$ cat src/logic/lpmc_pkg.sv
// Package of constants and types for the low-power mode controller.
package lpmc_pkg;
	// ****************************************************************
	// Register map
	// ****************************************************************
	localparam logic [7:0]  LPMC_ADDR_PWR_CTRL_IDX = 8'h87;
	localparam logic [11:0] LPMC_ADDR_PWR_CTRL     = {2'h0, LPMC_ADDR_PWR_CTRL_IDX, 2'h0};
	localparam logic [11:0] LPMC_ADDR_OSC          = 12'h220;
	localparam logic [11:0] LPMC_ADDR_STAT         = 12'h224;
	localparam int          LPMC_PWR_IDLE_BIT      = 0;
	localparam int          LPMC_PWR_STOP_BIT      = 1;
	localparam int          LPMC_OSC_BANDGAP_BIT   = 0;
	localparam int          LPMC_OSC_RING_SEL_BIT  = 1;
	localparam int          LPMC_OSC_RING_ACT_BIT  = 2;
	localparam logic [1:0]  LPMC_RESP_OKAY     = 2'h0;
	localparam logic [1:0]  LPMC_RESP_SLVERR   = 2'h2;
	localparam logic [7:0]  LPMC_PORT_RESET    = 8'hff;
	localparam logic [15:0] LPMC_RESET_VECTOR  = 16'h0000;
	// ****************************************************************
	// Timing
	// ****************************************************************
	localparam int          LPMC_XTAL_CYCLES   = 65536;
	localparam logic [16:0] LPMC_XTAL_LAST     = 17'(LPMC_XTAL_CYCLES - 1);
	localparam logic [16:0] LPMC_XTAL_ZERO     = 17'h00000;
	// ****************************************************************
	// Types
	// ****************************************************************
	typedef enum logic [1:0] {LPMC_EXEC_INTERNAL, LPMC_EXEC_NONPAGE, LPMC_EXEC_PAGE1, LPMC_EXEC_PAGE2} lpmc_exec_t;
	typedef enum logic [2:0] {LPMC_RUN, LPMC_IDLE, LPMC_STOP, LPMC_WARMUP, LPMC_RING} lpmc_state_t;
endpackage

$ cat src/logic/lpmc_xtal_counter.sv
// Crystal start-up cycle counter.
`timescale 1ns/1ps
module lpmc_xtal_counter
	import lpmc_pkg::*;
(
	// Clock and reset
	input  wire logic aclk,
	input  wire logic aresetn,
	input  wire logic aclken,
	// Control
	input  wire logic start,
	input  wire logic halt,
	input  wire logic xtal_tick,
	// Result
	output logic      done
);
	logic [16:0] count;
	logic        busy;

	// ****************************************************************
	// Counter
	// ****************************************************************
	always_ff @(posedge aclk)
	begin
		if (!aresetn)
		begin
			count <= LPMC_XTAL_ZERO;
			busy  <= 1'b0;
			done  <= 1'b0;
		end
		else if (aclken)
		begin
			done <= 1'b0;
			if (halt)
			begin
				busy  <= 1'b0;
				count <= LPMC_XTAL_ZERO;
			end
			else if (start)
			begin
				busy  <= 1'b1;
				count <= LPMC_XTAL_ZERO;
			end
			else if (busy && xtal_tick)
			begin
				// Counted on the crystal, not the system clock.
				if (count == LPMC_XTAL_LAST)
				begin
					busy <= 1'b0;
					done <= 1'b1;
				end
				count <= count + 17'h00001;
			end
		end
	end
endmodule

$ cat src/logic/lpmc_pins.sv
// Pin state selection in Idle and Stop.
`timescale 1ns/1ps
module lpmc_pins
	import lpmc_pkg::*;
(
	// Mode
	input  wire logic        in_idle,
	input  wire logic        in_stop,
	input  wire lpmc_pkg::lpmc_exec_t exec_mode,
	// Latched fetch context
	input  wire logic [7:0]  next_opcode,
	input  wire logic [15:0] next_addr,
	input  wire logic [7:0]  port0_reg,
	input  wire logic [7:0]  port2_reg,
	// Selected values
	output logic [7:0]  port0_val,
	output logic [7:0]  port2_val,
	output logic        port0_od,
	output logic        port2_weak
);
	always_comb
	begin
		port0_val  = port0_reg;
		port2_val  = port2_reg;
		port0_od   = in_idle | in_stop;
		port2_weak = 1'b0;
		if (in_stop)
		begin
			// Weak pull-ups only with external program.
			port2_weak = (exec_mode != LPMC_EXEC_INTERNAL);
		end
		else if (in_idle)
		begin
			case (exec_mode)
				LPMC_EXEC_NONPAGE:
				begin
					port0_val = next_opcode;
					port2_val = next_addr[15:8];
					port0_od  = 1'b0;
				end
				LPMC_EXEC_PAGE1:
				begin
					port0_val = next_opcode;
					port2_val = next_addr[7:0];
					port0_od  = 1'b0;
				end
				LPMC_EXEC_PAGE2:
				begin
					port0_val = next_addr[7:0];
					port2_val = next_opcode;
					port0_od  = 1'b0;
				end
				default:
				begin
					port0_val = port0_reg;
					port2_val = port2_reg;
				end
			endcase
		end
	end
endmodule

$ cat src/logic/lpmc_top.sv
// Low-power mode controller top with AXI4-Lite register access.
//
// Added by the designer: the AXI4-Lite slave port.
`timescale 1ns/1ps
module lpmc_top
	import lpmc_pkg::*;
(
	// Clock and reset
	input  wire logic        aclk,
	input  wire logic        aresetn,
	input  wire logic        aclken,
	// AXI4-Lite write
	input  wire logic        s_axi_awvalid,
	output logic             s_axi_awready,
	input  wire logic [11:0] s_axi_awaddr,
	input  wire logic        s_axi_wvalid,
	output logic             s_axi_wready,
	input  wire logic [31:0] s_axi_wdata,
	input  wire logic [3:0]  s_axi_wstrb,
	output logic             s_axi_bvalid,
	input  wire logic        s_axi_bready,
	output logic [1:0]       s_axi_bresp,
	// AXI4-Lite read
	input  wire logic        s_axi_arvalid,
	output logic             s_axi_arready,
	input  wire logic [11:0] s_axi_araddr,
	output logic             s_axi_rvalid,
	input  wire logic        s_axi_rready,
	output logic [31:0]      s_axi_rdata,
	output logic [1:0]       s_axi_rresp,
	// Reset and wake sources
	input  wire logic        ext_reset,
	input  wire logic        wdt_reset,
	input  wire logic        brownout,
	input  wire logic        power_on_reset,
	input  wire logic        irq_external,
	input  wire logic        irq_power_fail,
	input  wire logic        irq_clocked,
	input  wire logic        xtal_tick,
	// Core fetch context
	input  wire lpmc_pkg::lpmc_exec_t exec_mode,
	input  wire logic [7:0]  next_opcode,
	input  wire logic [15:0] next_addr,
	input  wire logic [7:0]  port0_reg,
	input  wire logic [7:0]  port2_reg,
	// Core control
	output logic             core_reset,
	output logic             pc_hold,
	output logic             irq_vector_take,
	output logic             cpu_clk_en,
	output logic             periph_clk_en,
	output logic             xtal_amp_en,
	output logic             ring_osc_en,
	output logic             ring_osc_active_flag,
	output logic             wdt_reset_en,
	// Pins
	output logic             address_latch_pin,
	output logic             program_strobe_pin,
	output logic [7:0]       port0_out,
	output logic [7:0]       port2_out,
	output logic             port0_open_drain,
	output logic             port2_weak_pullup
);
	lpmc_state_t state;
	lpmc_state_t next_state;
	logic        idle_bit;
	logic        stop_bit;
	logic        bandgap_in_stop_select;
	logic        ring_osc_select;
	logic        any_reset;
	logic        stop_wake;
	logic        xtal_done;
	logic        aw_held;
	logic        w_held;
	logic [11:0] aw_addr;
	logic [31:0] w_data;
	logic        w_lane0;
	logic        do_write;
	logic [7:0]  p0_sel;
	logic [7:0]  p2_sel;
	logic        p0_od_sel;
	logic        p2_weak_sel;

	// ****************************************************************
	// Reset and wake qualification
	// ****************************************************************
	// The watchdog is masked in Stop, and supply dips are too unless bandgap_in_stop_select keeps the band gap running to judge them.
	always_comb
	begin
		any_reset = ext_reset | power_on_reset;
		if (state != LPMC_STOP)
		begin
			any_reset = any_reset | wdt_reset | brownout;
		end
		else
		begin
			any_reset = any_reset | (brownout & bandgap_in_stop_select);
		end
		stop_wake = irq_external | (irq_power_fail & bandgap_in_stop_select);
	end

	// ****************************************************************
	// Mode state machine
	// ****************************************************************
	always_comb
	begin
		next_state = state;
		case (state)
			LPMC_RUN:
			begin
				if (stop_bit)
				begin
					next_state = LPMC_STOP;
				end
				else if (idle_bit)
				begin
					next_state = LPMC_IDLE;
				end
			end
			LPMC_IDLE:
			begin
				if (irq_external | irq_power_fail | irq_clocked)
				begin
					next_state = LPMC_RUN;
				end
			end
			LPMC_STOP:
			begin
				if (stop_wake)
				begin
					next_state = ring_osc_select ? LPMC_RING : LPMC_WARMUP;
				end
			end
			LPMC_WARMUP:
			begin
				if (xtal_done)
				begin
					next_state = LPMC_RUN;
				end
			end
			LPMC_RING:
			begin
				if (stop_bit)
				begin
					next_state = LPMC_STOP;
				end
				else if (xtal_done)
				begin
					next_state = LPMC_RUN;
				end
			end
			default:
			begin
				next_state = LPMC_RUN;
			end
		endcase
	end

	always_ff @(posedge aclk)
	begin
		if (!aresetn)
		begin
			state <= LPMC_RUN;
		end
		else if (aclken)
		begin
			if (any_reset)
			begin
				state <= LPMC_RUN;
			end
			else
			begin
				state <= next_state;
			end
		end
	end

	lpmc_xtal_counter u_xtal
	(
		.aclk      (aclk),
		.aresetn   (aresetn),
		.aclken    (aclken),
		.start     (state == LPMC_STOP && stop_wake && !any_reset),
		.halt      (any_reset || next_state == LPMC_STOP),
		.xtal_tick (xtal_tick),
		.done      (xtal_done)
	);

	// ****************************************************************
	// AXI4-Lite slave
	// ****************************************************************
	// Address and data are held separately so either may arrive first.
	always_ff @(posedge aclk)
	begin
		if (!aresetn)
		begin
			aw_held       <= 1'b0;
			w_held        <= 1'b0;
			aw_addr       <= 12'h000;
			w_data        <= 32'h00000000;
			w_lane0       <= 1'b0;
			s_axi_awready <= 1'b0;
			s_axi_wready  <= 1'b0;
			s_axi_bvalid  <= 1'b0;
			s_axi_bresp   <= LPMC_RESP_OKAY;
		end
		else if (aclken)
		begin
			s_axi_awready <= !aw_held && !s_axi_awready && !s_axi_bvalid && s_axi_awvalid;
			s_axi_wready  <= !w_held && !s_axi_wready && !s_axi_bvalid && s_axi_wvalid;
			if (s_axi_awvalid && s_axi_awready)
			begin
				aw_held <= 1'b1;
				aw_addr <= s_axi_awaddr;
			end
			if (s_axi_wvalid && s_axi_wready)
			begin
				w_held  <= 1'b1;
				w_data  <= s_axi_wdata;
				w_lane0 <= s_axi_wstrb[0];
			end
			if (do_write)
			begin
				aw_held      <= 1'b0;
				w_held       <= 1'b0;
				s_axi_bvalid <= 1'b1;
				s_axi_bresp  <= (aw_addr == LPMC_ADDR_PWR_CTRL || aw_addr == LPMC_ADDR_OSC) ?
					LPMC_RESP_OKAY : LPMC_RESP_SLVERR;
			end
			else if (s_axi_bvalid && s_axi_bready)
			begin
				s_axi_bvalid <= 1'b0;
			end
		end
	end

	assign do_write = aw_held && w_held && !s_axi_bvalid;

	always_ff @(posedge aclk)
	begin
		if (!aresetn)
		begin
			s_axi_arready <= 1'b0;
			s_axi_rvalid  <= 1'b0;
			s_axi_rdata   <= 32'h00000000;
			s_axi_rresp   <= LPMC_RESP_OKAY;
		end
		else if (aclken)
		begin
			s_axi_arready <= !s_axi_arready && !s_axi_rvalid && s_axi_arvalid;
			if (s_axi_arvalid && s_axi_arready)
			begin
				s_axi_rvalid <= 1'b1;
				s_axi_rresp  <= LPMC_RESP_OKAY;
				s_axi_rdata  <= 32'h00000000;
				case (s_axi_araddr)
					LPMC_ADDR_PWR_CTRL:
					begin
						s_axi_rdata[LPMC_PWR_IDLE_BIT] <= idle_bit;
						s_axi_rdata[LPMC_PWR_STOP_BIT] <= stop_bit;
					end
					LPMC_ADDR_OSC:
					begin
						s_axi_rdata[LPMC_OSC_BANDGAP_BIT]  <= bandgap_in_stop_select;
						s_axi_rdata[LPMC_OSC_RING_SEL_BIT] <= ring_osc_select;
						s_axi_rdata[LPMC_OSC_RING_ACT_BIT] <= ring_osc_active_flag;
					end
					LPMC_ADDR_STAT:
					begin
						s_axi_rdata[2:0] <= state;
					end
					default:
					begin
						s_axi_rresp <= LPMC_RESP_SLVERR;
					end
				endcase
			end
			else if (s_axi_rvalid && s_axi_rready)
			begin
				s_axi_rvalid <= 1'b0;
			end
		end
	end

	// ****************************************************************
	// Power control and oscillator bits
	// ****************************************************************
	always_ff @(posedge aclk)
	begin
		if (!aresetn)
		begin
			idle_bit <= 1'b0;
			stop_bit <= 1'b0;
		end
		else if (aclken)
		begin
			if (any_reset)
			begin
				idle_bit <= 1'b0;
				stop_bit <= 1'b0;
			end
			else if (do_write && aw_addr == LPMC_ADDR_PWR_CTRL && w_lane0)
			begin
				idle_bit <= w_data[LPMC_PWR_IDLE_BIT];
				stop_bit <= w_data[LPMC_PWR_STOP_BIT];
			end
			else
			begin
				if (state == LPMC_IDLE && next_state == LPMC_RUN)
				begin
					idle_bit <= 1'b0;
				end
				if (state == LPMC_STOP && next_state != LPMC_STOP)
				begin
					idle_bit <= 1'b0;
					stop_bit <= 1'b0;
				end
			end
		end
	end

	// Ring select survives every reset except power-on.
	always_ff @(posedge aclk)
	begin
		if (!aresetn)
		begin
			ring_osc_select        <= 1'b0;
			bandgap_in_stop_select <= 1'b0;
		end
		else if (aclken)
		begin
			if (power_on_reset)
			begin
				ring_osc_select        <= 1'b0;
				bandgap_in_stop_select <= 1'b0;
			end
			else if (do_write && aw_addr == LPMC_ADDR_OSC && w_lane0)
			begin
				ring_osc_select        <= w_data[LPMC_OSC_RING_SEL_BIT];
				bandgap_in_stop_select <= w_data[LPMC_OSC_BANDGAP_BIT];
			end
		end
	end

	// ****************************************************************
	// Registered outputs
	// ****************************************************************
	lpmc_pins u_pins
	(
		.in_idle     (next_state == LPMC_IDLE && !any_reset),
		.in_stop     (next_state == LPMC_STOP && !any_reset),
		.exec_mode   (exec_mode),
		.next_opcode (next_opcode),
		.next_addr   (next_addr),
		.port0_reg   (port0_reg),
		.port2_reg   (port2_reg),
		.port0_val   (p0_sel),
		.port2_val   (p2_sel),
		.port0_od    (p0_od_sel),
		.port2_weak  (p2_weak_sel)
	);

	always_ff @(posedge aclk)
	begin
		if (!aresetn)
		begin
			core_reset           <= 1'b1;
			pc_hold              <= 1'b0;
			irq_vector_take      <= 1'b0;
			cpu_clk_en           <= 1'b1;
			periph_clk_en        <= 1'b1;
			xtal_amp_en          <= 1'b1;
			ring_osc_en          <= 1'b0;
			ring_osc_active_flag <= 1'b0;
			wdt_reset_en         <= 1'b1;
			address_latch_pin    <= 1'b1;
			program_strobe_pin   <= 1'b1;
			port0_out            <= LPMC_PORT_RESET;
			port2_out            <= LPMC_PORT_RESET;
			port0_open_drain     <= 1'b0;
			port2_weak_pullup    <= 1'b0;
		end
		else if (aclken)
		begin
			core_reset           <= any_reset;
			pc_hold              <= !any_reset && (next_state == LPMC_IDLE || next_state == LPMC_STOP
				|| next_state == LPMC_WARMUP);
			irq_vector_take      <= !any_reset && state != next_state
				&& (state == LPMC_IDLE || state == LPMC_STOP);
			cpu_clk_en           <= any_reset || (next_state != LPMC_STOP && next_state != LPMC_WARMUP);
			periph_clk_en        <= any_reset || next_state != LPMC_STOP;
			xtal_amp_en          <= any_reset || next_state != LPMC_STOP;
			ring_osc_en          <= !any_reset && next_state == LPMC_RING;
			ring_osc_active_flag <= !any_reset && next_state == LPMC_RING;
			wdt_reset_en         <= next_state != LPMC_STOP;
			address_latch_pin    <= 1'b1;
			program_strobe_pin   <= 1'b1;
			port0_out            <= p0_sel;
			port2_out            <= p2_sel;
			port0_open_drain     <= p0_od_sel;
			port2_weak_pullup    <= p2_weak_sel;
		end
	end
endmodule

$ cat config.mk
export PLATFORM = sky130hd
export DESIGN_NAME = lpmc_top
export DESIGN_NICKNAME = d
export VERILOG_FILES = /design/src/logic/lpmc_pkg.sv /design/src/logic/lpmc_xtal_counter.sv /design/src/logic/lpmc_pins.sv /design/src/logic/lpmc_top.sv
export SDC_FILE = /design/constraint.sdc
export NUM_CORES = 1
export LEC_CHECK = 0
export ABC_AREA = 1
export BUFFER_PORTS_ARGS = -buffer_cell sky130_fd_sc_hd__buf_4
export CAP_MARGIN = 20
export CORE_MARGIN = 1.5
export CORE_UTILIZATION = 53
export CTS_CLUSTER_SIZE = 14
export DETAILED_ROUTE_END_ITERATION = 8
export GPL_TIMING_DRIVEN = 0
export MAX_ROUTING_LAYER = met4
export PLACE_DENSITY = 0.92
export RECOVER_POWER = 100
export SYNTH_ARGS = -nofsm -noshare
export SYNTH_HDL_FRONTEND = slang
export SYNTH_SLANG_ARGS = --single-unit
$ cat constraint.sdc
create_clock -name aclk -period 7 [get_ports aclk]
set_clock_uncertainty 0.2 [all_clocks]
set_input_delay 1.4 -clock aclk [delete_from_list [all_inputs] [get_ports aclk]]
set_output_delay 1.4 -clock aclk [all_outputs]
set_load 0.01 [all_outputs]
# Word level (Yosys, flattened, before mapping)
# Index checks and enable logic that the tools add are counted.
[totals]
wordCells = 192
ram_bits = 0
regBits = 80
latchBits = 0
output_inout_bits = 70
romBits = 0
n_memories = 0
input_bits = 118
[op_classes]
n_mux = 54
eq_ne = 21
shift = 0
multipliers = 0
bitwise_logic = 10
div = 0
n_reduce_logical = 74
add_sub_neg = 1
n_lt_le_gt_ge = 0
[ops]
columns = ["operator", "count"]
rows = [
  ["equality test 12 x 10 -> 1 bit, second input constant", 5],
  ["2-to-1 mux 17 bit", 3],
  ["2-to-1 mux 1 bit", 32],
  ["2-to-1 mux 8 bit", 4],
  ["logical AND 1 bit", 31],
  ["2-to-1 mux 3 bit", 8],
  ["one-hot mux 8 bit (3 select lines)", 1],
  ["AND reduction 2 bit", 12],
  ["adder 17 x 1 -> 17 bit, second input constant", 1],
  ["equality test 17 x 16 -> 1 bit, second input constant", 1],
  ["one-hot mux 8 bit (2 select lines)", 1],
  ["one-hot mux 3 bit (5 select lines)", 1],
  ["equality test 3 x 2 -> 1 bit, second input constant", 4],
  ["nonzero test 2 bit", 6],
  ["inequality test 3 x 2 -> 1 bit, second input constant", 3],
  ["nonzero test 3 bit", 3],
  ["logical NOT 1 bit", 8],
  ["bitwise OR 1 bit", 8],
  ["logical OR 1 bit", 7],
  ["equality test 3 x 1 -> 1 bit, second input constant", 2],
  ["equality test 3 bit, second input constant", 2],
  ["logical NOT 3 bit", 2],
  ["one-hot mux 2 bit (3 select lines)", 1],
  ["OR reduction 3 bit", 2],
  ["9 further kinds", 12],
]

# Depth between registers and ports, before layout
# Gate-level depths: netlist of the first run.
[logic_depth]
word_depth = 10
depth_mapped = 13

# Cells and area by module
# Synthesis of the first run repeated with hierarchy kept, for this count alone.
[unflattened]
hier_cells = 732
area_unflattened_um2 = 4621.9
[modules_own_cells]
columns = ["mod", "cells_each", "area_per_inst_um2", "seq_area_each_um2", "n_inst"]
rows = [
  ["lpmc_top", 418, 2937.8, 1181.1, 1],
  ["lpmc_xtal_counter", 158, 1008.5, 380.4, 1],
  ["lpmc_pins", 156, 675.6, 0.0, 1],
]

# Worst setup path after synthesis of the first run
# OpenSTA, ideal clock, no wires.
[synth_path]
kind = "input to register"
from = "in exec_mode[0]"
to = "reg port0_out[5]"
path_stages = 8
required_time_ns = 6.685
setup_ns = 0.115
path_slack_ns = 4.053
t_arrival_ns = 2.632
cell_sequence = "inv_1 > ha_1 > buf_2 > buf_1 > mux2i_1 > o21ai_1 > nand2_1 > nand2_1"
[synth_via]
elab_chain_cells = 5
[synth_lines]
columns = ["element", "line_no", "rtl"]
rows = [
  ["start: declaration", "lpmc_top.sv:41", "input wire lpmc_pkg::lpmc_exec_t exec_mode,"],
  ["equality test 2 x 1 -> 1 bit / equality test 2 bit (equally long branches)", "lpmc_pins.sv:34", "case (exec_mode)"],
  ["OR reduction 2 bit (no source line)", "--", ""],
  ["one-hot mux 8 bit (2 select lines) (*)", "lpmc_pins.sv:34", ""],
  ["2-to-1 mux 8 bit (*)", "lpmc_pins.sv:32", "else if (in_idle)"],
  ["2-to-1 mux 8 bit (*)", "lpmc_pins.sv:27", "if (in_stop)"],
  ["end signal: assignment", "lpmc_top.sv:398", "port0_out <= p0_sel;"],
  ["end: declaration", "lpmc_top.sv:59", "output logic [7:0] port0_out,"],
]
# Mark *: on every way between the ends. The rest lies on a longest branch, timed or not.
# A chain may end at the register's enable or synchronous reset.

# Final worst setup path of the first run
[layout_path]
from = "in power_on_reset"
to = "reg u_xtal.count[5]"
[layout_via]
elab_chain_cells = 8
[layout_lines]
columns = ["element", "line_no", "rtl"]
rows = [
  ["start: declaration", "lpmc_top.sv:35", "input wire logic power_on_reset,"],
  ["bitwise OR 1 bit (*)", "lpmc_top.sv:90", "any_reset = ext_reset | power_on_reset;"],
  ["bitwise OR 1 bit (2 in series)", "lpmc_top.sv:93", "any_reset = any_reset | wdt_reset | brownout;"],
  ["2-to-1 mux 1 bit (*)", "lpmc_top.sv:91", "if (state != LPMC_STOP)"],
  ["logical NOT 1 bit", "lpmc_top.sv:183", ".start (state == LPMC_STOP && stop_wake && !any_reset),"],
  ["logical AND 1 bit", "lpmc_top.sv:183", ""],
  ["nonzero test 3 bit (no source line) / 2-to-1 mux 17 bit (equally long branches)", "--", ""],
  ["AND reduction 2 bit (no source line) / 2-to-1 mux 17 bit (equally long branches)", "--", ""],
  ["end signal: assignment", "lpmc_xtal_counter.sv:52", "count <= count + 17'h00001;"],
  ["end: declaration", "lpmc_xtal_counter.sv:17", "logic [16:0] count;"],
]
# Marked as above.

==> results of run 1 <==
[cells in the final DEF, fill, tap and decap left out, types with 7 or more instances in the layout]
cell type,n
inv_1,90
buf_4,118
mux2i_1,16
conb_1,33
o22ai_1,8
nor2_1,63
clkbuf_1,56
o221ai_1,8
nor3_1,19
nand3_1,60
nand2_1,171
nand4_1,7
o21ai_0,39
dfxtp_1,78
a21oi_1,62
clkbuf_8,9
[per-layer routing]
layer / wire (µm) / vias to the layer above / track usage
met2: 6048 / 227 / 0.4489
met5: 0 / - / -
li1: - / 2610 / -
met1: 5572 / 2343 / 0.3564
met3: 987 / 33 / 0.04510
met4: 375 / 0 / 0.1094
[stage by stage]
step / hold WS, ns / instances / total power [mW]
finish: 0.2467 / 1000 / 1.010
global route: 0.2789 / 1000 / 1.058
CTS: 0.2502 / 1000 / 1.021
detailed placement: 0.2378 / 985 / 0.6707
global placement: 0.2331 / 985 / 0.6662
floorplan: 0.2236 / 758 / 0.5934
[cell usage after synthesis (2+ instances only)]
cell type and instances:
inv_1 90, nand3_4 2, nand3b_1 2, a21oi_1 62, nand2_1 168, clkbuf_1 12, inv_2 3, nand3_2 2
xor2_1 5, o21ai_2 3, o22ai_1 8, buf_1 5, o21ai_1 14, buf_4 38, nor3_1 19, nor4_1 2
nand2_2 4, nand3_1 59, dfxtp_1 78, ha_1 6, nor2_4 2, o21ai_0 26, buf_2 4, mux2i_1 16
nor2_1 62, conb_1 2, nor2_2 5, nand4_1 7, nand2_4 3, o221ai_1 8, buf_6 4
[cell families after synthesis]
group | count (synthesis) | share of synthesized area
other cells | 2 | 0.001557
buf+inv | 156 | 0.1582
flops | 78 | 0.3237
simple gates | 339 | 0.3141
xor+xnor | 5 | 0.009079
compound gates | 125 | 0.1445
fa+ha+maj | 6 | 0.01556
mux | 16 | 0.03320
[state kept, by name, summed over array words and instances (netlist names), 2 cells and up]
name / count
state: 3
aw_addr: 12
port2_out: 8
w_data: 2
s_axi_rdata: 3
port0_out: 8
u_xtal.count: 17
[cell type report]
type                    instances  area (µm²)
inverters                      93       349.1
clock inverters                 4       72.57
well taps                     108       135.1
multi-input cells             524        2579
plain buffers                  63       396.6
repair buffers                119       762.0
flip-flops and latches         78        1562
fillers                       788        2776
clock buffers                  11       131.4
[tightest hold or removal path, cell delays in order (launching register included)]
cell and delay [ns]:
dfxtp_1 0.31, inv_1 0.05, a21oi_1 0.05
[power by group]
group / switching [mW] / internal, mW
Sequential: 0.0112 / 0.460
Combinational: 0.101 / 0.0824
Clock: 0.157 / 0.199
[worst max path at each step]
stage	cells past startpoint	start	endpoint
final	10	power_on_reset	u_xtal.count[5]
after global routing	10	power_on_reset	u_xtal.count[6]
after CTS	9	exec_mode[0]	port0_out[0]
after detailed placement	9	exec_mode[0]	port0_out[2]
after global placement	9	exec_mode[0]	port2_out[5]
after floorplan	8	exec_mode[0]	port0_out[5]
==> metrics.txt, run 1 <==
CP Class input pin to register; n_diodes 0; P&R area growth vs syn 24.12%; crit-path cells clkbuf_4, inv_1, nand3_1, nor2_1, nand3_1, nand2_4, clkbuf_1, nand2_1, nand2_1, nor2_1; Post-synth EDFFs 0; total grt overflow 0; Crit Path Max Fanout 10; GR Util All Layers 0.2811; VDD IR max approximately 130 µV; Yosys top cell area share 0.3237; CTS H-Tree Depth 3; register area share after synthesis 0.3237; largest net degree at the start of global routing 13; FP Rows 34; fmax 0.3054 GHz; Pwr Density 168.8 mW/mm²; final setup vio count 0; Syn Area/Cell 6.635 µm²; mapped cell area 0.004823 mm²; status completed; worst reg2reg endpoint u_xtal.count[16]; final period utilization 0.4678; post-synth top area cell dfxtp_1; Clock Sinks 78; CTS tree done; Worst-Margin Slew 0.7638 ns; synth top area cells dfxtp_1 32%, nand2_1 13%, inv_1 7.0%; worst endpoint required time 7.05 ns; Leak between 2 and 3 nW; Worst R2R Start u_xtal.count[0]; share of cells above drive strength 1 0.1794; #FFs+latches synth 78; hold path depth 2; clk buf depth 2; Vias/cell about 5.2; Post-CTS Hold Fix Bufs 0; drt wl/cell 12.98 µm; setup TNS 0 ns; Post-Route WL roughly 13 mm; Placer Congestion 0.9021; Setup Slack @ Placement 3.697 ns; drc violations 0; Async SR Flop Fraction 0; Main synth FF type dfxtp_1; slew margin rel. 0.4869; max-cap violation count 0; CTS clk-pin slew, worst paths ~0.080 ns; PnR worst setup slack 3.726 ns; die height 98.40 µm; Crit. End Element register; WP buf/inv 3; CP arrival 3.33 ns; CP max stage cell nor2_1; Final Hold Viols 0; cells after synthesis 727; warnings from Yosys 0; post-DP HPWL approximately 9.8 mm; nets@finish about 1000; Die Wd 98.40 µm; root buffer cell clkbuf_8; final antenna-violating net count 0; Util after Layout 0.6832; vias in the first global route 4663; Crit path largest cell delay 0.40 ns; Yosys cell types 37; initial antenna violation count 0; first-pass GRT wire length around 22 mm; Hold Path Class register to register; Num CTS Buffers 9; Core Region 0.008763 mm²; post-CTS setup buffers 0; Worst R2R Path Depth 12; DRT iter0 DRCs 354; die area 0.009682 mm²; Design Area, Final 0.005987 mm²; Worst Hold Endpoint aw_addr[7]; Clock Latency Late Sink 0.35 ns; Worst path top cell family by delay simple AND/OR/NAND/NOR gates; vias post-DR 5213; worst hold start aw_addr[7]; number of iterations in the first detailed-routing pass 5; worst reg-to-reg setup slack roughly 4.3 ns; dpl cell area 0.005968 mm²; minimum clock period 3.274 ns; Port Buffers about 120; RSZ-0062 raised after global routing false; io pins about 190; Critical Path Source Type input pin; count of pins over their slew limit 0; post_cts resized 0; Initial Util 0.5504
No activity file was read; power rests on OpenSTA's default activity.
==> run 2, diff against run 1 <==
--- a/config.mk
+++ b/config.mk
@@ -5,16 +5,16 @@
 export SDC_FILE = /design/constraint.sdc
 export NUM_CORES = 1
 export LEC_CHECK = 0
-export ABC_AREA = 1
+export ABC_AREA = 0
 export BUFFER_PORTS_ARGS = -buffer_cell sky130_fd_sc_hd__buf_4
 export CAP_MARGIN = 20
 export CORE_MARGIN = 1.5
-export CORE_UTILIZATION = 53
+export CORE_UTILIZATION = 43
 export CTS_CLUSTER_SIZE = 14
 export DETAILED_ROUTE_END_ITERATION = 8
 export GPL_TIMING_DRIVEN = 0
 export MAX_ROUTING_LAYER = met4
-export PLACE_DENSITY = 0.92
+export PLACE_DENSITY = 0.83
 export RECOVER_POWER = 100
 export SYNTH_ARGS = -nofsm -noshare
 export SYNTH_HDL_FRONTEND = slang
==> constraint.sdc (replaced) <==
create_clock -name aclk -period 2.7 [get_ports aclk]
set_clock_uncertainty 0.2 [all_clocks]
set_input_delay 0.54 -clock aclk [delete_from_list [all_inputs] [get_ports aclk]]
set_output_delay 0.54 -clock aclk [all_outputs]
set_load 0.01 [all_outputs]
==> run 2 against run 1 <==
Against the previous run:
- global-route usage is 4.0 points lower
- clock power is 140% higher
- wire length is 5.2% lower
- worst hold slack worse by 0.040 ns
- non-clock buffer count is 1 higher
- critical endpoint is now port0_out[0]
- highest routed layer unchanged
==> metrics.txt, run 2 <==
minimum clock period 2.563 ns; Syn Area/Cell 8.107 µm² (+22%); Total Power 2.389 mW (+140%); crit-path cells buf_6, or3b_4, o41ai_4, or3_1, buf_6, nand3_2, buf_4, mux2i_1, a21oi_1; most used routing layer met2; Leak 2.363 nW (-13%); Yosys top cell area share 0.3676 (+0.04386); GR Util All Layers 0.2414 (-0.03973); n_diodes 0 (unchanged); biggest regs u_xtal.count: 17 flops, aw_addr: 12 flops; Hold Path Class input pin to register; Setup Slack @ Placement -0.2122 ns (-3.910 ns); Clock Sinks 78 (unchanged); Post-synth EDFFs 0 (unchanged); drc violations 0 (unchanged); Critical Path Source Type register; vias post-DR 4500 (-14%); vias in the first global route 4156 (-11%); cells after synthesis 524 (-28%); GRT met2 Usage 0.3765 (-0.07243); max reg flops 17 (unchanged); Pwr Density 433.9 mW/mm² (+160%); synth cell count leaders 78 x dfxtp_1, 61 x nor2_1, 54 x nand2_1; WP buf/inv 3 (unchanged); die height 102.4 µm (+4.1%); status completed; nets@finish 810 (-20%); power share of the combinational group 0.147 (-0.035); io pins 188 (unchanged); DRT iter0 DRCs 322 (-9.0%); Worst path top cell family by delay simple AND/OR/NAND/NOR gates; Crit path largest cell delay 0.41 ns (about the same); final antenna-violating net count 0 (unchanged); Yosys cell types 57 (+54%); Final Hold Viols 0 (unchanged); Post-Route WL 12.31 mm (-5.2%); PnR worst setup slack 0.1369 ns (-3.589 ns); root buffer cell clkbuf_8; Num CTS Buffers 9 (unchanged); synth top area cells dfxtp_1 37%, buf_4 6.5%, a21oi_1 5.7%; drt wl/cell 14.94 µm (+15%); clk buf depth 2 (unchanged); total grt overflow 0 (unchanged); Async SR Flop Fraction 0 (unchanged); Crit Path Max Fanout 10 (unchanged); most numerous cell in the Yosys netlist dfxtp_1; commonest non-fill, non-tap cell in the layout buf_4; Port Buffers 120 (+0.84%); met1 Track Usage GR 0.2989 (-0.05747); VDD IR max 273.7 µV (+110%); CP Class register to register; warnings from Yosys 0 (unchanged); CTS tree done; setup TNS 0 ns (unchanged); Core Region 0.009684 mm² (+11%); number of iterations in the first detailed-routing pass 5 (unchanged); Vias/cell 5.461 (+4.8%); slew margin rel. 0.5743 (+0.08736); Die Wd 102.4 µm (+4.1%); sequential fraction of design power 0.497 (+0.031); max-cap violation count 0 (unchanged); Clk pwr share 0.356 (+0.004); Top reg by flops u_xtal.count; CP dominant cell by count buf_6; worst endpoint required time 2.74 ns (-4.31 ns); register area share after synthesis 0.3676 (+0.04386); M3 GR Usage 0.05404 (+0.008939); post-DP HPWL 9.443 mm (-3.7%); Worst-Margin Slew 0.6297 ns (-0.1340 ns); fmax 0.3901 GHz; final period utilization 0.9493; FP Rows 36 (+5.9%); CP max stage cell or3b_4; P_sw 695.5 µW (+160%); #FFs+latches synth 78 (unchanged); most frequent cells in the layout 119 x buf_4, 78 x dfxtp_1, 61 x nor2_1; Post-Place Cells 808 (-18%); post-synth top area cell dfxtp_1; Placer Congestion 0.8826 (-2.2%); final non-filler cell total 824 (-18%); initial antenna violation count 0 (unchanged); mapped cell area 0.004248 mm² (-12%); Initial Util 0.4386 (-0.1118); Main synth FF type dfxtp_1; count of pins over their slew limit 0 (unchanged); CTS H-Tree Depth 3 (unchanged); Net Sw Frac 0.2912 (+0.02421); Fin Hold WS 0.2066 ns (-0.04011 ns); final setup vio count 0 (unchanged); P&R area growth vs syn 29.60%; share of cells above drive strength 1 0.2272 (+0.04783); Fill cells 918 (+16%); Crit. End Element register; die area 0.01048 mm² (+8.3%); first-pass GRT wire length 19.19 mm (-12%); CTS clk-pin slew, worst paths 0.10 ns (+0.02 ns); Clock Latency Late Sink 0.37 ns (+0.02 ns); largest net degree at the start of global routing 17 (+4); CP arrival 2.61 ns (-0.72 ns); Internal Power 1.693 mW (+130%)
## run 2: cell count changes after synthesis, moves of 11 or more
| cell | delta |
|---|---|
| nand2_1 | -114 |
| inv_1 | -75 |
| nand3_1 | -33 |
| a21oi_1 | -14 |
| o21ai_0 | -14 |
| o21ai_1 | -13 |
| nor4_1 | +11 |
## run 2: routing by layer
layer / routed length, µm / vias to the layer above / part of all wire
li1: - / 2155 / -
met1: 5192 / 2114 / 0.42
met2: 5980 / 207 / 0.49
met3: 903 / 24 / 0.073
met4: 238 / 0 / 0.019
met5: 0 / - / 0
## run 2: metrics by stage
stage | instance area, µm² | utilization
final | 5505 | 0.5685
after global routing | 5505 | 0.5685
after CTS | 5622 | 0.5805
after detailed placement | 5431 | 0.5609
after global placement | 5431 | 0.5609
after floorplan | 4364 | -
## run 2: area by class of cell
| cell class | count | area (µm²) | area share |
|---|---|---|---|
| Inverter | 16 | 60.06 | 0.01091 |
| Multi-Input combinational cell | 398 | 2365 | 0.4295 |
| Timing Repair Buffer | 120 | 765.7 | 0.1391 |
| Tap cell | 133 | 166.4 | 0.03023 |
| Clock buffer | 9 | 123.9 | 0.02250 |
| Buffer | 63 | 400.4 | 0.07273 |
| Sequential cell | 78 | 1562 | 0.2836 |
| Clock inverter | 7 | 62.56 | 0.01136 |
## run 2: repair_timing
item	CTS	global route
setup buffers	0	0
hold buffers	0	0
resized for setup	1	4
endpoints found under the setup margin	4	20
## run 2: power groups by stage
stage               Combinational, mW  Clock (mW)  Sequential [mW]
CTS                             0.361       0.862             1.19
finish                          0.351       0.851             1.19
global route                    0.383       0.914             1.19
detailed placement              0.360           0             1.21
global placement                0.352           0             1.21
floorplan                       0.172           0             1.22
## run 2: final timing paths
| kind | start | endpoint | slack, ns | depth (start not counted) |
|---|---|---|---|---|
| worst max-delay path | state[2] | port0_out[0] | 0.14 | 9 |
| worst min-delay path | s_axi_wdata[0] | w_data[0] | 0.21 | 3 |
| worst max register to register | state[2] | port0_out[0] | 0.14 | 9 |
| worst min register to register | port2_weak_pullup | port2_weak_pullup | 0.26 | 2 |
## run 2: worst register-to-register path: stages, from the launching register on
cell	delay, ns
dfxtp_1	0.32
buf_6	0.13
or3b_4	0.41
o41ai_4	0.27
or3_1	0.18
buf_6	0.12
nand3_2	0.22
buf_4	0.30
mux2i_1	0.20
a21oi_1	0.09
## run 2: logic make-up after synthesis
logic type | Yosys count | share of synthesized area
XOR/XNOR | 1 | 0.002062
other | 2 | 0.001768
multiplexers | 25 | 0.05979
flip-flops | 78 | 0.3676
adder cells (fa/ha/maj) | 6 | 0.01767
AND/OR/NAND/NOR | 219 | 0.2577
buffers and inverters | 79 | 0.1084
AO/OA/AOI/OAI | 114 | 0.1850
==> run 3, diff against run 2 <==
--- a/config.mk
+++ b/config.mk
@@ -5,16 +5,15 @@
 export SDC_FILE = /design/constraint.sdc
 export NUM_CORES = 1
 export LEC_CHECK = 0
-export ABC_AREA = 0
+export ABC_AREA = 1
 export BUFFER_PORTS_ARGS = -buffer_cell sky130_fd_sc_hd__buf_4
 export CAP_MARGIN = 20
 export CORE_MARGIN = 1.5
-export CORE_UTILIZATION = 43
+export CORE_UTILIZATION = 45
 export CTS_CLUSTER_SIZE = 14
 export DETAILED_ROUTE_END_ITERATION = 8
 export GPL_TIMING_DRIVEN = 0
-export MAX_ROUTING_LAYER = met4
-export PLACE_DENSITY = 0.83
+export PLACE_DENSITY = 0.84
 export RECOVER_POWER = 100
 export SYNTH_ARGS = -nofsm -noshare
 export SYNTH_HDL_FRONTEND = slang
==> run 3 against run 2 <==
Against the previous run:
- die area up 8.2%
- combinational power rose by 34%
- sequential share of layout area is 2.6 points lower
- critical endpoint is now u_xtal.count[13]
- clock power up 25%
- non-clock buffer count is the same
==> metrics.txt, run 3 (synthesis gave the netlist of run 1 again) <==
status completed; worst hold start s_axi_rready; clk buf depth 2 (unchanged); Clock Sinks 78 (unchanged); Clock Latency Late Sink 0.35 ns (-0.02 ns); hold path depth 4 (+1); Setup Slack @ Placement 0.04370 ns (+0.2559 ns); Post-Route WL 12.78 mm (+3.8%); Leak 2.756 nW (+17%); final period utilization 0.9355 (-0.01381); final antenna-violating net count 0 (unchanged); final setup vio count 0 (unchanged); worst endpoint required time 2.75 ns (about the same); Design Area, Final 0.006057 mm² (+10%); slew margin rel. 0.5225 (-0.05172); drt wl/cell 12.42 µm (-17%); Worst R2R Path Depth 11 (+2); Fin Hold WS 0.2451 ns (+0.03852 ns); root buffer cell clkbuf_8; FP Rows 37 (+2.8%); GR Util All Layers 0.2256 (-0.01574); Final Hold Viols 0 (unchanged); Hold Path Class input pin to register; most frequent cells in the layout 172 x nand2_1, 119 x buf_4, 91 x inv_1; PnR worst setup slack 0.1742 ns (+0.03729 ns); die area 0.01135 mm² (+8.2%); biggest regs u_xtal.count: 17 flops, aw_addr: 12 flops; CTS clk-pin slew, worst paths 0.08 ns (-0.02 ns); CTS H-Tree Depth 3 (unchanged); Die Wd 106.5 µm (+4.0%); Worst-Margin Slew 0.7107 ns (+0.08099 ns); number of iterations in the first detailed-routing pass 5 (unchanged); Pwr Density 454.9 mW/mm² (+4.8%); FF/Latch Area 0.001562 mm² (unchanged); Top reg by flops u_xtal.count; post-DP HPWL 9.875 mm (+4.6%); Worst R2R Start state[2]; CP Class register to register; total grt overflow 0 (unchanged); Vias/cell 4.948 (-9.4%); largest net degree at the start of global routing 13 (-4); vias in the first global route 4590 (+10%); minimum clock period 2.526 ns (-0.03729 ns); DRT iter0 DRCs 213 (-34%); first-pass GRT wire length 20.83 mm (+8.6%); commonest non-fill, non-tap cell in the layout nand2_1; Port Buffers 119 (-0.83%); nets@finish 1013 (+25%); Core Region 0.01037 mm² (+7.1%); Crit. End Element register; Crit Path Max Fanout 10 (unchanged); VDD IR max 282.2 µV (+3.1%); footprint of the multi-input gates 0.002572 mm² (+8.8%); P&R area growth vs syn 25.58%; CP arrival 2.58 ns (-0.03 ns); Num CTS Buffers 9 (unchanged); Placer Congestion 0.9183 (+4.0%); Initial Util 0.4651 (+0.02650); initial antenna violation count 0 (unchanged); io pins 188 (unchanged); count of pins over their slew limit 0 (unchanged); share of cells above drive strength 1 0.1848 (-0.04244); max reg flops 17 (unchanged); dpl cell area 0.006003 mm² (+11%); n_diodes 0 (unchanged); Fill cells 1058 (+15%); Post-Place Cells 1013 (+25%); max-cap violation count 0 (unchanged); Crit. Startpoint state[2]; setup TNS 0 ns (unchanged); vias post-DR 5091 (+13%); drc violations 0 (unchanged); die height 106.5 µm (+4.0%); CTS tree done; Critical Path Source Type register; final non-filler cell total 1029 (+25%); fmax 0.3959 GHz (+1.5%)
==> run 3: changes by cell type in the layout (fill, tap and decap cells not counted), moves of 7 or more <==
cell and delta:
a222oi_1 -8, a21oi_1 +15, nand3_1 +35, nor3_1 +7, nor4_1 -11, a22o_1 -8, o21ai_0 +24, nand2_1 +118
o221ai_1 +8, inv_1 +75, o22ai_1 +7
==> run 3: worst paths after layout <==
kind	end	slack, ns
worst max-delay path	u_xtal.count[13]	0.17
worst min-delay path	s_axi_rvalid	0.25
worst max register to register	u_xtal.count[13]	0.17
worst min register to register	aw_addr[7]	0.25
==> run 3: through the flow <==
| step | total power, mW | util |
|---|---|---|
| after floorplan | 1.538 | - |
| after global placement | 1.730 | 0.5789 |
| after detailed placement | 1.739 | 0.5789 |
| after CTS | 2.787 | 0.6017 |
| after global routing | 2.863 | 0.5841 |
| final | 2.755 | 0.5841 |
==> run 3: where the power goes <==
part	switching [mW]	internal [mW]	total, mW
combinational	0.258	0.214	0.472
clock	0.430	0.634	1.06
sequential	0.0278	1.19	1.22
total	0.716	2.04	2.76
==> run 3: timing repair <==
item,4_1_cts,5_1_grt
hold buffers,0,0
endpoints found under the setup margin,0,2
gates resized for setup,0,3
hold endpoints to repair,0,0
buffers inserted,0,1
==> run 3: final cells by class <==
type	count	area share
Buffer	63	0.06569
Clock buffer	11	0.02334
Clock inverter	4	0.01570
Inverter	93	0.05763
Multi-Input combinational cell	524	0.4247
Sequential cell	78	0.2578
Tap cell	136	0.02809
Timing Repair Buffer	120	0.1270
==> run 3: per-layer routing <==
layer / GRT usage / wire length (µm) / up-vias
li1: - / - / 2616
met1: 0.2896 / 5742 / 2268
met2: 0.3811 / 5878 / 186
met3: 0.03740 / 853 / 21
met4: 0.08095 / 303 / 0
met5: 0 / 0 / -
==> run 3: critical path, cell delays in order, from the launching register on <==
cell,delay [ns]
dfxtp_1,0.38
inv_1,0.15
nand2_1,0.10
nor2_1,0.29
nand3_1,0.17
nand3_1,0.23
nand2_1,0.23
nand3_2,0.23
nand2_4,0.07
buf_2,0.20
nor2_1,0.12
nor2_1,0.06
